### src/verilog/rmcg_pkg.sv
// Package for the run-mode peripheral clock gate bank 1.
// Assumes one 40 MHz system clock and an APB register slave.
package rmcg_pkg;
	localparam int RMCG_DATA_W = 32;
	localparam int RMCG_ADDR_W = 12;
	localparam int RMCG_UNITS = 7;
	// Register byte offsets
	localparam logic [11:0] RMCG_RUN_GATE_OFS = 12'h104;
	localparam logic [11:0] RMCG_SLEEP_GATE_OFS = 12'h114;
	localparam logic [11:0] RMCG_DEEP_GATE_OFS = 12'h124;
	localparam logic [11:0] RMCG_CLK_CFG_OFS = 12'h060;
	localparam logic [31:0] RMCG_SYSCTL_BASE = 32'h400f_e000;
	// Field positions
	localparam int RMCG_CMP_ZERO_BIT = 24;
	localparam int RMCG_TMR2_BIT = 18;
	localparam int RMCG_TMR1_BIT = 17;
	localparam int RMCG_TMR0_BIT = 16;
	localparam int RMCG_SYNC_ZERO_BIT = 4;
	localparam int RMCG_ASYNC_ONE_BIT = 1;
	localparam int RMCG_ASYNC_ZERO_BIT = 0;
	localparam int RMCG_AUTO_SEL_BIT = 27;
	// Writable bits and reset values
	localparam logic [31:0] RMCG_GATE_MASK = 32'h0107_0013;
	localparam logic [31:0] RMCG_CFG_MASK = 32'h0800_0000;
	localparam logic [31:0] RMCG_GATE_RESET = 32'h0000_0000;
	localparam logic [31:0] RMCG_CFG_RESET = 32'h0000_0000;
	// Power mode encoding
	typedef enum logic [1:0] {
		RMCG_MODE_RUN = 2'b00,
		RMCG_MODE_SLEEP = 2'b01,
		RMCG_MODE_DEEP = 2'b10
	} rmcg_mode_e;
endpackage

### src/verilog/rmcg_gate_reg.sv
// One gating register: writable bits only, others read as zero.
// Assumes the caller decodes the write strobe.
`timescale 1ns/100ps
`default_nettype none
module rmcg_gate_reg
	import rmcg_pkg::*;
#(
	parameter logic [31:0] MASK = RMCG_GATE_MASK,
	parameter logic [31:0] RESET_VAL = RMCG_GATE_RESET
) (
	input wire logic core_clk,
	input wire logic reset,
	input wire logic wr_en,
	input wire logic [31:0] wr_data,
	output logic [31:0] value
);
	logic [31:0] value_r;

	always_ff @(posedge core_clk) begin
		if (reset) begin
			value_r <= RESET_VAL;
		end else if (wr_en) begin
			value_r <= wr_data & MASK;
		end
	end

	assign value = value_r;
endmodule
`default_nettype wire

### src/verilog/rmcg_unit_gate.sv
// Per-unit clock enable and bus fault qualifier.
// Assumes the unit's clock gate cell is outside and takes the enable.
`timescale 1ns/100ps
`default_nettype none
module rmcg_unit_gate (
	input wire logic core_clk,
	input wire logic reset,
	input wire logic gate_on,
	input wire logic unit_psel,
	output logic clk_en,
	output logic fault
);
	logic clk_en_r;

	always_ff @(posedge core_clk) begin
		if (reset) begin
			clk_en_r <= 1'b0;
		end else begin
			clk_en_r <= gate_on;
		end
	end

	assign clk_en = clk_en_r;
	// Access to an unclocked unit faults
	assign fault = unit_psel & ~clk_en_r;
endmodule
`default_nettype wire

### src/verilog/rmcg_bank1.sv
// Run-mode clock gate bank 1 with sleep and deep-sleep companions.
// Assumes an APB master on core_clk and a power controller giving the mode.
//
// Overview of operation
// A set gating bit clocks its unit, a clear bit leaves it unclocked and disabled.
// An access to a unit whose gate is clear answers with a bus fault.
// Every gating bit resets to zero so all units start unclocked.
// Bit 24 gates analog comparator zero.
// Bits 18, 17 and 16 gate timers two, one and zero.
// Bit 4 gates synchronous serial port zero.
// Bits 1 and 0 gate serial ports one and zero.
// Unused bits are read-only and read as zero.
// Software preserves unused bits on read-modify-write and ignores them.
// The run register applies in run mode, twin registers hold sleep and deep-sleep gates.
// Sleep registers apply only when automatic clock gating is set.
// The run register sits at offset 0x104 and is 32 bits wide.
// With automatic gating clear, the run gates stay in force during sleep.
//
// The APB slave port was left to the implementer.
`timescale 1ns/100ps
`default_nettype none
module rmcg_bank1
	import rmcg_pkg::*;
(
	input wire logic core_clk,
	input wire logic reset,
	input wire logic psel,
	input wire logic penable,
	input wire logic pwrite,
	input wire logic [RMCG_ADDR_W-1:0] paddr,
	input wire logic [RMCG_DATA_W-1:0] pwdata,
	input wire logic [3:0] pstrb,
	output logic pready,
	output logic [RMCG_DATA_W-1:0] prdata,
	output logic pslverr,
	input wire logic [1:0] power_mode,
	input wire logic [RMCG_UNITS-1:0] unit_psel,
	output logic [RMCG_UNITS-1:0] unit_clk_en,
	output logic [RMCG_UNITS-1:0] unit_fault
);
	// Slot of each unit on the per-unit ports
	localparam int SLOT_CMP_ZERO = 6;
	localparam int SLOT_CNT_TWO = 5;
	localparam int SLOT_CNT_ONE = 4;
	localparam int SLOT_CNT_ZERO = 3;
	localparam int SLOT_SYNC_ZERO = 2;
	localparam int SLOT_ASYNC_ONE = 1;
	localparam int SLOT_ASYNC_ZERO = 0;

	logic [31:0] run_gate;
	logic [31:0] sleep_gate;
	logic [31:0] deep_gate;
	logic [31:0] clk_cfg;
	logic [31:0] wdata_m;
	logic [31:0] cur_reg;
	logic [31:0] active_gate;
	logic [31:0] prdata_r;
	logic [31:0] prdata_nxt;
	logic pslverr_r;
	logic pslverr_nxt;
	logic wr_phase;
	logic hit_run;
	logic hit_sleep;
	logic hit_deep;
	logic hit_cfg;
	logic hit_any;
	logic auto_clock_gating_select;
	logic wr_run;
	logic wr_sleep;
	logic wr_deep;
	logic wr_cfg;
	logic comparator_zero_gate;
	logic gp_counter_two_gate;
	logic gp_counter_one_gate;
	logic gp_counter_zero_gate;
	logic sync_serial_zero_gate;
	logic async_serial_one_gate;
	logic async_serial_zero_gate;

	// Single-cycle access phase, no wait states
	assign pready = 1'b1;
	assign wr_phase = psel & penable & pwrite;

	// run register offset
	assign hit_run = (paddr == RMCG_RUN_GATE_OFS);
	assign hit_sleep = (paddr == RMCG_SLEEP_GATE_OFS);
	assign hit_deep = (paddr == RMCG_DEEP_GATE_OFS);
	assign hit_cfg = (paddr == RMCG_CLK_CFG_OFS);
	assign hit_any = hit_run | hit_sleep | hit_deep | hit_cfg;

	// Write strobes, one per register
	assign wr_run = wr_phase & hit_run;
	assign wr_sleep = wr_phase & hit_sleep;
	assign wr_deep = wr_phase & hit_deep;
	assign wr_cfg = wr_phase & hit_cfg;

	// Register selected by the address, zero when nothing matches
	always_comb begin
		cur_reg = 32'h0000_0000;
		if (hit_run) begin
			cur_reg = run_gate;
		end else if (hit_sleep) begin
			cur_reg = sleep_gate;
		end else if (hit_deep) begin
			cur_reg = deep_gate;
		end else if (hit_cfg) begin
			cur_reg = clk_cfg;
		end
	end

	// Byte lanes merge write data with the held value
	always_comb begin
		wdata_m = cur_reg;
		for (int b = 0; b < 4; b++) begin
			wdata_m[b*8 +: 8] = pstrb[b] ? pwdata[b*8 +: 8] : cur_reg[b*8 +: 8];
		end
	end

	// gates reset to zero; R08: unused bits masked
	rmcg_gate_reg #(
		.MASK(RMCG_GATE_MASK),
		.RESET_VAL(RMCG_GATE_RESET)
	) u_run_gate (
		.core_clk(core_clk),
		.reset(reset),
		.wr_en(wr_run),
		.wr_data(wdata_m),
		.value(run_gate)
	);

	// sleep twin register
	rmcg_gate_reg #(
		.MASK(RMCG_GATE_MASK),
		.RESET_VAL(RMCG_GATE_RESET)
	) u_sleep_gate (
		.core_clk(core_clk),
		.reset(reset),
		.wr_en(wr_sleep),
		.wr_data(wdata_m),
		.value(sleep_gate)
	);

	// deep-sleep twin register
	rmcg_gate_reg #(
		.MASK(RMCG_GATE_MASK),
		.RESET_VAL(RMCG_GATE_RESET)
	) u_deep_gate (
		.core_clk(core_clk),
		.reset(reset),
		.wr_en(wr_deep),
		.wr_data(wdata_m),
		.value(deep_gate)
	);

	// Clock configuration holding the automatic gating select
	rmcg_gate_reg #(
		.MASK(RMCG_CFG_MASK),
		.RESET_VAL(RMCG_CFG_RESET)
	) u_clk_cfg (
		.core_clk(core_clk),
		.reset(reset),
		.wr_en(wr_cfg),
		.wr_data(wdata_m),
		.value(clk_cfg)
	);

	assign auto_clock_gating_select = clk_cfg[RMCG_AUTO_SEL_BIT];

	// sleep gates need automatic gating; R13: else run gates stay
	always_comb begin
		active_gate = run_gate;
		case (power_mode)
			RMCG_MODE_RUN: begin
				active_gate = run_gate;
			end
			RMCG_MODE_SLEEP: begin
				active_gate = auto_clock_gating_select ? sleep_gate : run_gate;
			end
			RMCG_MODE_DEEP: begin
				active_gate = auto_clock_gating_select ? deep_gate : run_gate;
			end
			default: begin
				active_gate = run_gate;
			end
		endcase
	end

	// comparator zero
	assign comparator_zero_gate = active_gate[RMCG_CMP_ZERO_BIT];
	// timers two, one, zero
	assign gp_counter_two_gate = active_gate[RMCG_TMR2_BIT];
	assign gp_counter_one_gate = active_gate[RMCG_TMR1_BIT];
	assign gp_counter_zero_gate = active_gate[RMCG_TMR0_BIT];
	// synchronous serial zero
	assign sync_serial_zero_gate = active_gate[RMCG_SYNC_ZERO_BIT];
	// serial ports one and zero
	assign async_serial_one_gate = active_gate[RMCG_ASYNC_ONE_BIT];
	assign async_serial_zero_gate = active_gate[RMCG_ASYNC_ZERO_BIT];

	// comparator zero enable
	rmcg_unit_gate u_cmp_zero_gate (
		.core_clk(core_clk),
		.reset(reset),
		.gate_on(comparator_zero_gate),
		.unit_psel(unit_psel[SLOT_CMP_ZERO]),
		.clk_en(unit_clk_en[SLOT_CMP_ZERO]),
		.fault(unit_fault[SLOT_CMP_ZERO])
	);

	// timer two enable
	rmcg_unit_gate u_cnt_two_gate (
		.core_clk(core_clk),
		.reset(reset),
		.gate_on(gp_counter_two_gate),
		.unit_psel(unit_psel[SLOT_CNT_TWO]),
		.clk_en(unit_clk_en[SLOT_CNT_TWO]),
		.fault(unit_fault[SLOT_CNT_TWO])
	);

	// timer one enable
	rmcg_unit_gate u_cnt_one_gate (
		.core_clk(core_clk),
		.reset(reset),
		.gate_on(gp_counter_one_gate),
		.unit_psel(unit_psel[SLOT_CNT_ONE]),
		.clk_en(unit_clk_en[SLOT_CNT_ONE]),
		.fault(unit_fault[SLOT_CNT_ONE])
	);

	// timer zero enable
	rmcg_unit_gate u_cnt_zero_gate (
		.core_clk(core_clk),
		.reset(reset),
		.gate_on(gp_counter_zero_gate),
		.unit_psel(unit_psel[SLOT_CNT_ZERO]),
		.clk_en(unit_clk_en[SLOT_CNT_ZERO]),
		.fault(unit_fault[SLOT_CNT_ZERO])
	);

	// synchronous serial enable
	rmcg_unit_gate u_sync_zero_gate (
		.core_clk(core_clk),
		.reset(reset),
		.gate_on(sync_serial_zero_gate),
		.unit_psel(unit_psel[SLOT_SYNC_ZERO]),
		.clk_en(unit_clk_en[SLOT_SYNC_ZERO]),
		.fault(unit_fault[SLOT_SYNC_ZERO])
	);

	// serial one enable
	rmcg_unit_gate u_async_one_gate (
		.core_clk(core_clk),
		.reset(reset),
		.gate_on(async_serial_one_gate),
		.unit_psel(unit_psel[SLOT_ASYNC_ONE]),
		.clk_en(unit_clk_en[SLOT_ASYNC_ONE]),
		.fault(unit_fault[SLOT_ASYNC_ONE])
	);

	// serial zero enable
	rmcg_unit_gate u_async_zero_gate (
		.core_clk(core_clk),
		.reset(reset),
		.gate_on(async_serial_zero_gate),
		.unit_psel(unit_psel[SLOT_ASYNC_ZERO]),
		.clk_en(unit_clk_en[SLOT_ASYNC_ZERO]),
		.fault(unit_fault[SLOT_ASYNC_ZERO])
	);

	// Read data registered at setup, valid in the access phase
	always_comb begin
		prdata_nxt = prdata_r;
		if (psel & ~penable) begin
			prdata_nxt = 32'h0000_0000;
			if (~pwrite) begin
				prdata_nxt = cur_reg;
			end
		end
	end

	// Unmapped address answers with an error in the access phase
	always_comb begin
		pslverr_nxt = 1'b0;
		if (psel & ~penable) begin
			pslverr_nxt = ~hit_any;
		end
	end

	always_ff @(posedge core_clk) begin
		if (reset) begin
			prdata_r <= 32'h0000_0000;
		end else begin
			prdata_r <= prdata_nxt;
		end
	end

	always_ff @(posedge core_clk) begin
		if (reset) begin
			pslverr_r <= 1'b0;
		end else begin
			pslverr_r <= pslverr_nxt;
		end
	end

	assign prdata = prdata_r;
	assign pslverr = pslverr_r & psel & penable;
endmodule
`default_nettype wire

### config.mk
export PLATFORM = sky130hd
export DESIGN_NAME = rmcg_bank1
export DESIGN_NICKNAME = d
export VERILOG_FILES = /design/src/verilog/rmcg_pkg.sv /design/src/verilog/rmcg_gate_reg.sv /design/src/verilog/rmcg_unit_gate.sv /design/src/verilog/rmcg_bank1.sv
export SDC_FILE = /design/constraint.sdc
export NUM_CORES = 1
export LEC_CHECK = 0
export BUFFER_PORTS_ARGS = -buffer_cell sky130_fd_sc_hd__buf_2
export CAP_MARGIN = 20
export CORE_MARGIN = 2
export CORE_UTILIZATION = 45
export DETAILED_ROUTE_END_ITERATION = 6
export PLACE_DENSITY = 0.85
export SLEW_MARGIN = 25
export SYNTH_ARGS = -nofsm -noshare
export SYNTH_HDL_FRONTEND = slang
export SYNTH_SLANG_ARGS = --single-unit
### constraint.sdc
create_clock -name core_clk -period 1.8 [get_ports core_clk]
set_input_delay 0.27 -clock core_clk [delete_from_list [all_inputs] [get_ports core_clk]]
set_output_delay 0.27 -clock core_clk [all_outputs]
set_load 0.05 [all_outputs]
==> results of run 1 <==
-- area by class of cell --
cell class,count,area [sq um]
Tap cell,70,87.58
Clock buffer,6,82.58
Clock inverter,2,12.51
Inverter,10,37.54
Multi-Input combinational cell,213,1265
Sequential cell,38,760.7
Fill cell,479,2359
Timing Repair Buffer,78,437.9
-- how the worst max path moves through the flow --
stage,end,slack (ns),startpoint
3_5_place_dp,u_deep_gate.value[4],0.04,paddr[3]
2_1_floorplan,u_run_gate.value[24],0.28,paddr[3]
3_3_place_gp,u_sleep_gate.value[4],0.06,paddr[3]
5_1_grt,u_sleep_gate.value[16],0.21,paddr[3]
4_1_cts,u_deep_gate.value[4],0.34,paddr[3]
6_report,u_deep_gate.value[4],0.32,paddr[3]
-- stage by stage --
stage	instance area, sq um	instances
2_1_floorplan	2422	316
3_3_place_gp	2589	409
3_5_place_dp	2589	409
4_1_cts	2684	417
5_1_grt	2684	417
6_report	2684	417
-- synth_stat cells (all sizes together) --
library cell,count,share of area [%]
nor4,2,0.80
a22oi,7,2.2
nand2b,2,0.54
and3,2,0.54
nor4b,3,1.1
ha,2,1.1
o221ai,1,0.38
nor2,29,4.7
or2,1,0.27
nor4bb,1,0.43
nor2b,16,4.3
o21bai,1,0.32
and4,2,0.75
o22ai,5,1.3
a211oi,14,4.9
o211ai,6,1.9
a21oi,27,5.8
inv,10,1.6
a311oi,2,1.0
or4,1,0.48
nand2,12,1.9
conb,2,0.32
and3b,1,0.38
nand4,14,3.7
dfxtp,38,33
nand3,7,1.5
nor3,7,2.8
a22o,7,2.6
buf,44,14
o41ai,1,0.38
clkbuf,11,1.8
or4bb,2,0.96
o21ai,12,2.6
nand3b,1,0.32
-- registers in the layout, indices dropped and copies added (netlist names) --
register and flops:
prdata 8, u_deep_gate.value 7, u_run_gate.value 7, u_sleep_gate.value 7, pslverr_r 1, u_async_one_gate.clk_en 1, u_async_zero_gate.clk_en 1, u_clk_cfg.value 1
u_cmp_zero_gate.clk_en 1, u_cnt_one_gate.clk_en 1, u_cnt_two_gate.clk_en 1, u_cnt_zero_gate.clk_en 1, u_sync_zero_gate.clk_en 1
-- power by group through the flow --
| stage | Combinational, mW | Sequential, mW | Clock, mW |
|---|---|---|---|
| 2_1_floorplan | 0.289 | 0.861 | 0 |
| 3_3_place_gp | 0.334 | 0.861 | 0 |
| 3_5_place_dp | 0.337 | 0.861 | 0 |
| 4_1_cts | 0.338 | 0.841 | 0.621 |
| 5_1_grt | 0.360 | 0.841 | 0.658 |
| 6_report | 0.343 | 0.841 | 0.616 |
-- critical path, delay by kind of cell --
family | cells | cell delay, ns
buf+inv | 1 | 0.11
simple gates | 3 | 1.05
compound gates | 1 | 0.25
-- logic make-up (layout without fill, tap and decap cells) --
kind of cell	count (synthesis)	count (layout)	share of synthesized area, %
compound gates	83	83	23.51
fa+ha+maj	2	2	1.071
buf+inv	65	96	16.98
flops	38	38	32.57
other cells	2	25	0.3215
simple gates	103	103	25.55
-- metal layers --
layer	vias up	track usage (%)	wire length (um)
li1	1103	-	-
met1	1062	24.35	2384
met2	142	35.80	2982
met3	13	4.621	547
met4	0	8.364	128
met5	-	0	0
-- layout by cell type (no fill, tap or decap), types with 2 or more instances in the layout --
cell type,netlist,final
ha_1,2,2
clkbuf_8,0,6
a22o_1,7,7
conb_1,2,25
buf_2,5,59
and3_1,2,2
buf_4,39,19
nand4_1,14,14
nor3_2,4,4
o211ai_1,6,6
a22oi_1,7,7
o21ai_1,3,3
nor4b_1,3,3
dfxtp_1,38,38
nand2b_1,2,2
nand3_1,7,7
nor2_1,29,29
o22ai_1,5,5
nand2_1,12,12
and4_1,2,2
nor3_1,2,2
inv_1,10,10
nor2b_1,16,16
a211oi_2,2,2
or4bb_1,2,2
a21oi_1,27,27
a211oi_1,12,12
o21ai_0,9,9
==> run metrics, run 1 <==
Final Slew Violations 0; Reg clk slew, reported paths about 0.08 ns; CTS Hold Bufs 0; hold path endpoint prdata[24]; first-pass GRT wire length 9694 um; final wirelength 6043 um; end of the worst register-to-register path u_deep_gate.value[24]; net switching power about 0.57 mW; register share of total power between 40% and 50%; max incr delay on CP about 0.60 ns; combinational fraction of design power 19.0%; Internal 1.228 mW; RSZ-0062 raised after global routing no; final worst slack roughly 0.32 ns; ratio of cells with drive above 1 in the final layout around 28%; post-synthesis instance area between 2000 and 2500 sq um; register area share after synthesis between 30% and 40%; setup TNS 0 ns; fin util ~53%; die area between 5000 and 6000 sq um; DP HPWL 4476 um; initial antenna violation count 0; clk_lat worst skew a little under 0.3 ns; Critical Path Fanout Max 5; Reg2Reg Depth 4; WL/cell ~14 um; Die Span Y between 70 and 80 um; Worst Setup Path Type in2reg; CP startpoint kind input pin; post-layout min period about 1.5 ns; Clock Path Buffers 2; DRT Pass-1 Iters 5; Remaining DRCs 0; post-synthesis register bit count 38; pre-CTS WS slightly below 0.04 ns; FP Rows 26; via density per instance 5.564; Tot Pwr around 1.8 mW; htree depth 2; core area around 5000 sq um; Data required, critical path 2.00 ns; clock sink total 38; port bufs a little under 60; post-synth cell types 41; area grow syn2layout 14.89%; pin count of the biggest net entering global routing 29; status finished clean; # setup viols final 0; clk_skew about 0.0094 ns; VDD IR-drop max 0.0002788 V; worst path arrival time 1.68 ns; final net count 410; IO Pins 110; vias in the first global route roughly 2,100; final hold vios 0; Post-Syn Area per Cell around 8 sq um; total clock buffers created by CTS 5; grt total ovfl 0; hold_ws 0.2441 ns; Static Leak ~1.1 nW; antenna-violating nets left 0; CP cell instances buf_2 > or4_4 > nor3_2 > nand3_1 > a211oi_1; Worst Hold Class in2reg; n_diodes 0; Setup crit end kind register; setup slack, reg-to-reg roughly 0.56 ns; Pwr Density 670.5 nW/um^2; Final GP Congestion 0.9089; Die W 76.05 um; Clk network pwr share about a third; Final period util 82.22%; via count between 2,000 and 2,500; Iteration-0 DRC Markers between 150 and 200; sw frac approximately a third; CTS-repair resized insts 0; WHS Path Cells 2; Post-Syn Instances 293; postcts setup bufs 0; Syn. warnings 0; Initial Util 46.33%; reg2reg start u_run_gate.value[24]; hold path startpoint reset; CP max stage cell or4_4; MaxCap Viol Count 0; GRT Total Usage 20.49%; CTS tree yes; Max Fclk 0.6757 GHz; root buf cell clkbuf_8
(Power assumes the default switching activity.)
==> run 2, diff against run 1 <==
Clock period 1.8 ns to 1.48 ns, I/O delays scaled along.
==> run metrics, run 2 (synthesized netlist as in run 1, its figures left out) <==
cell area after layout 2879 sq um (was 2684 sq um); Final GP Congestion 0.8736 (was 0.9089); port bufs 59 (unchanged); CP cell instances buf_2 > or4_4 > nor3_2 > o211ai_1 > a211oi_2 (was buf_2 > or4_4 > nor3_2 > nand3_1 > a211oi_1); Worst Hold Class in2reg (unchanged); GRT Total Usage 21.96% (was 20.49%); clk_lat worst skew 0.30 ns (was 0.29 ns); CTS tree yes (unchanged); met3 wire len 651 um (was 547 um); Clock Path Buffers 2 (unchanged); register area 760.7 sq um (unchanged); htree depth 2 (unchanged); CP startpoint kind input pin (unchanged); fin util 57.10% (was 53.23%); Initial Util 46.33% (unchanged); Worst Setup Path Type in2reg (unchanged); area grow syn2layout 23.25% (was 14.89%); Tot Pwr 2.381 mW (was 1.799 mW); final net count 426 (was 410); Cell Area, Placed 2726 sq um (was 2589 sq um); Remaining DRCs 0 (unchanged); Setup crit end kind register (unchanged); MaxCap Viol Count 0 (unchanged); Reg2Reg Depth 3 (was 4); post-layout min period roughly 1.5 ns; WL/cell 15.17 um (was 14.49 um); Static Leak 1.200 nW (was 1.094 nW); pin count of the biggest net entering global routing 29 (unchanged); die area 5784 sq um (unchanged); Iteration-0 DRC Markers 244 (was 175); Critical Path Fanout Max 5 (unchanged); worst path arrival time 1.66 ns (was 1.68 ns); Worst Setup EP u_sleep_gate.value[16] (was u_deep_gate.value[4]); Die Span Y 76.05 um (unchanged); CP max stage cell or4_4 (unchanged); final hold vios 0 (unchanged); setup slack, reg-to-reg 0.10 ns (was 0.56 ns); most frequent cells in the layout buf_2 (59), dfxtp_1 (38), buf_4 (33), nor2_1 (29), a21oi_1 (27) (was buf_2 (59), dfxtp_1 (38), nor2_1 (29), a21oi_1 (27), conb_1 (25)); root buf cell clkbuf_8 (unchanged); VDD IR-drop max 0.0003702 V (was 0.0002788 V); clock sink total 38 (unchanged); DRT Pass-1 Iters 5 (unchanged); IO Pins 110 (unchanged); core area 5042 sq um (unchanged); met2 wire len 2996 um (was 2982 um); grt total ovfl 0 (unchanged); final wirelength 6554 um (was 6043 um); total clock buffers created by CTS 5 (unchanged); Final Slew Violations 0 (unchanged); Slew Limit Headroom around 55%; Max Fclk just under 0.7 GHz; antenna-violating nets left 0 (unchanged); highest metal used met4 (unchanged); first-pass GRT wire length 10,310 um (was 9694 um); max incr delay on CP 0.61 ns (was 0.60 ns); Reg clk slew, reported paths 0.08 ns (about the same); via density per instance 5.627 (was 5.564); Die W 76.05 um (unchanged); initial antenna violation count 0 (unchanged); Multi-input gate area 1297 sq um (was 1265 sq um); slew at the pin closest to its max-slew limit approximately 0.68 ns; # setup viols final 0 (unchanged); end of the worst register-to-register path u_sync_zero_gate.clk_en (was u_deep_gate.value[24]); Final period util a little over nine tenths; Critical Path Source paddr[3] (unchanged); via count 2,431 (was 2,320); Pwr Density 827.0 nW/um^2 (was 670.5 nW/um^2); Data required, critical path 1.69 ns (was 2.00 ns); RSZ-0062 raised after global routing yes (was no); reg2reg start u_clk_cfg.value[27] (was u_run_gate.value[24]); clk_skew 0.006845 ns (was 0.009431 ns); status finished clean (unchanged); vias in the first global route 2,155 (was 2,118); DP HPWL 4649 um (was 4476 um); most common cell after layout, fill and taps aside buf_2 (unchanged); ratio of cells with drive above 1 in the final layout 32.32% (was 27.95%); Filler cells 455 (was 479); max FFs per register 8 (unchanged); FP Rows 26 (unchanged); routed metal-1 wirelength 2573 um (was 2384 um); n_diodes 0 (unchanged)
-- run 2: cell types whose count changed in the layout (fill, tap and decap cells not counted), sizes merged --
| cell | delta |
|---|---|
| buf | +16 |
| clkinvlp | -1 |
| bufinv | +1 |
| clkinv | -1 |
-- run 2: metal layers --
metal,up-vias,global-route usage (%)
met5,-,0
met4,0,10.00
met3,47,5.095
met2,166,36.07
met1,1086,27.50
li1,1132,-
-- run 2: repair_timing --
| item | 4_1_cts | 5_1_grt |
|---|---|---|
| hold buffers | 0 | 0 |
| endpoints found under the setup margin | 0 | 12 |
| buffers inserted | 0 | 1 |
| gates resized for setup | 0 | 7 |
-- run 2: worst min path at each step --
stage / from / end / slack (ns) / cells past startpoint
2_1_floorplan: pstrb[3] / u_clk_cfg.value[27] / 0.38 / 2
3_3_place_gp: prdata[1] / prdata[1] / 0.43 / 2
3_5_place_dp: prdata[1] / prdata[1] / 0.44 / 2
4_1_cts: reset / u_clk_cfg.value[27] / 0.18 / 2
5_1_grt: reset / prdata[27] / 0.20 / 2
6_report: reset / prdata[27] / 0.18 / 2
-- run 2: critical path: cells and delay by family --
kind	cells	cell delay (ns)
and+or+nand+nor	2	0.89
AOI/OAI and AO/OA	2	0.43
buffers and inverters	1	0.11
-- run 2: through the flow --
stage	instances	hold WS [ns]	worst slack (ns)	setup TNS, ns
final	432	0.1788	0.02697	0
after global routing	432	0.1951	-0.02233	-0.05482
after CTS	431	0.1787	0.02337	0
after detailed placement	424	0.4432	-0.2821	-5.931
after global placement	424	0.4347	-0.2114	-4.807
after floorplan	316	0.3763	0.004899	0
-- run 2: cell type report --
class | count | share of cell area (%)
clock buffer | 6 | 2.868
multi-input combinational | 213 | 45.07
timing repair buffer | 94 | 20.25
clock inverter | 1 | 1.043
sequential | 38 | 26.42
tap | 70 | 3.042
inverter | 10 | 1.304
-- run 2: where the power goes --
| group | internal, mW | total [mW] | switching, mW |
|---|---|---|---|
| clock | 0.539 | 0.913 | 0.374 |
| combinational | 0.115 | 0.445 | 0.330 |
| sequential | 1.02 | 1.02 | 0.000189 |
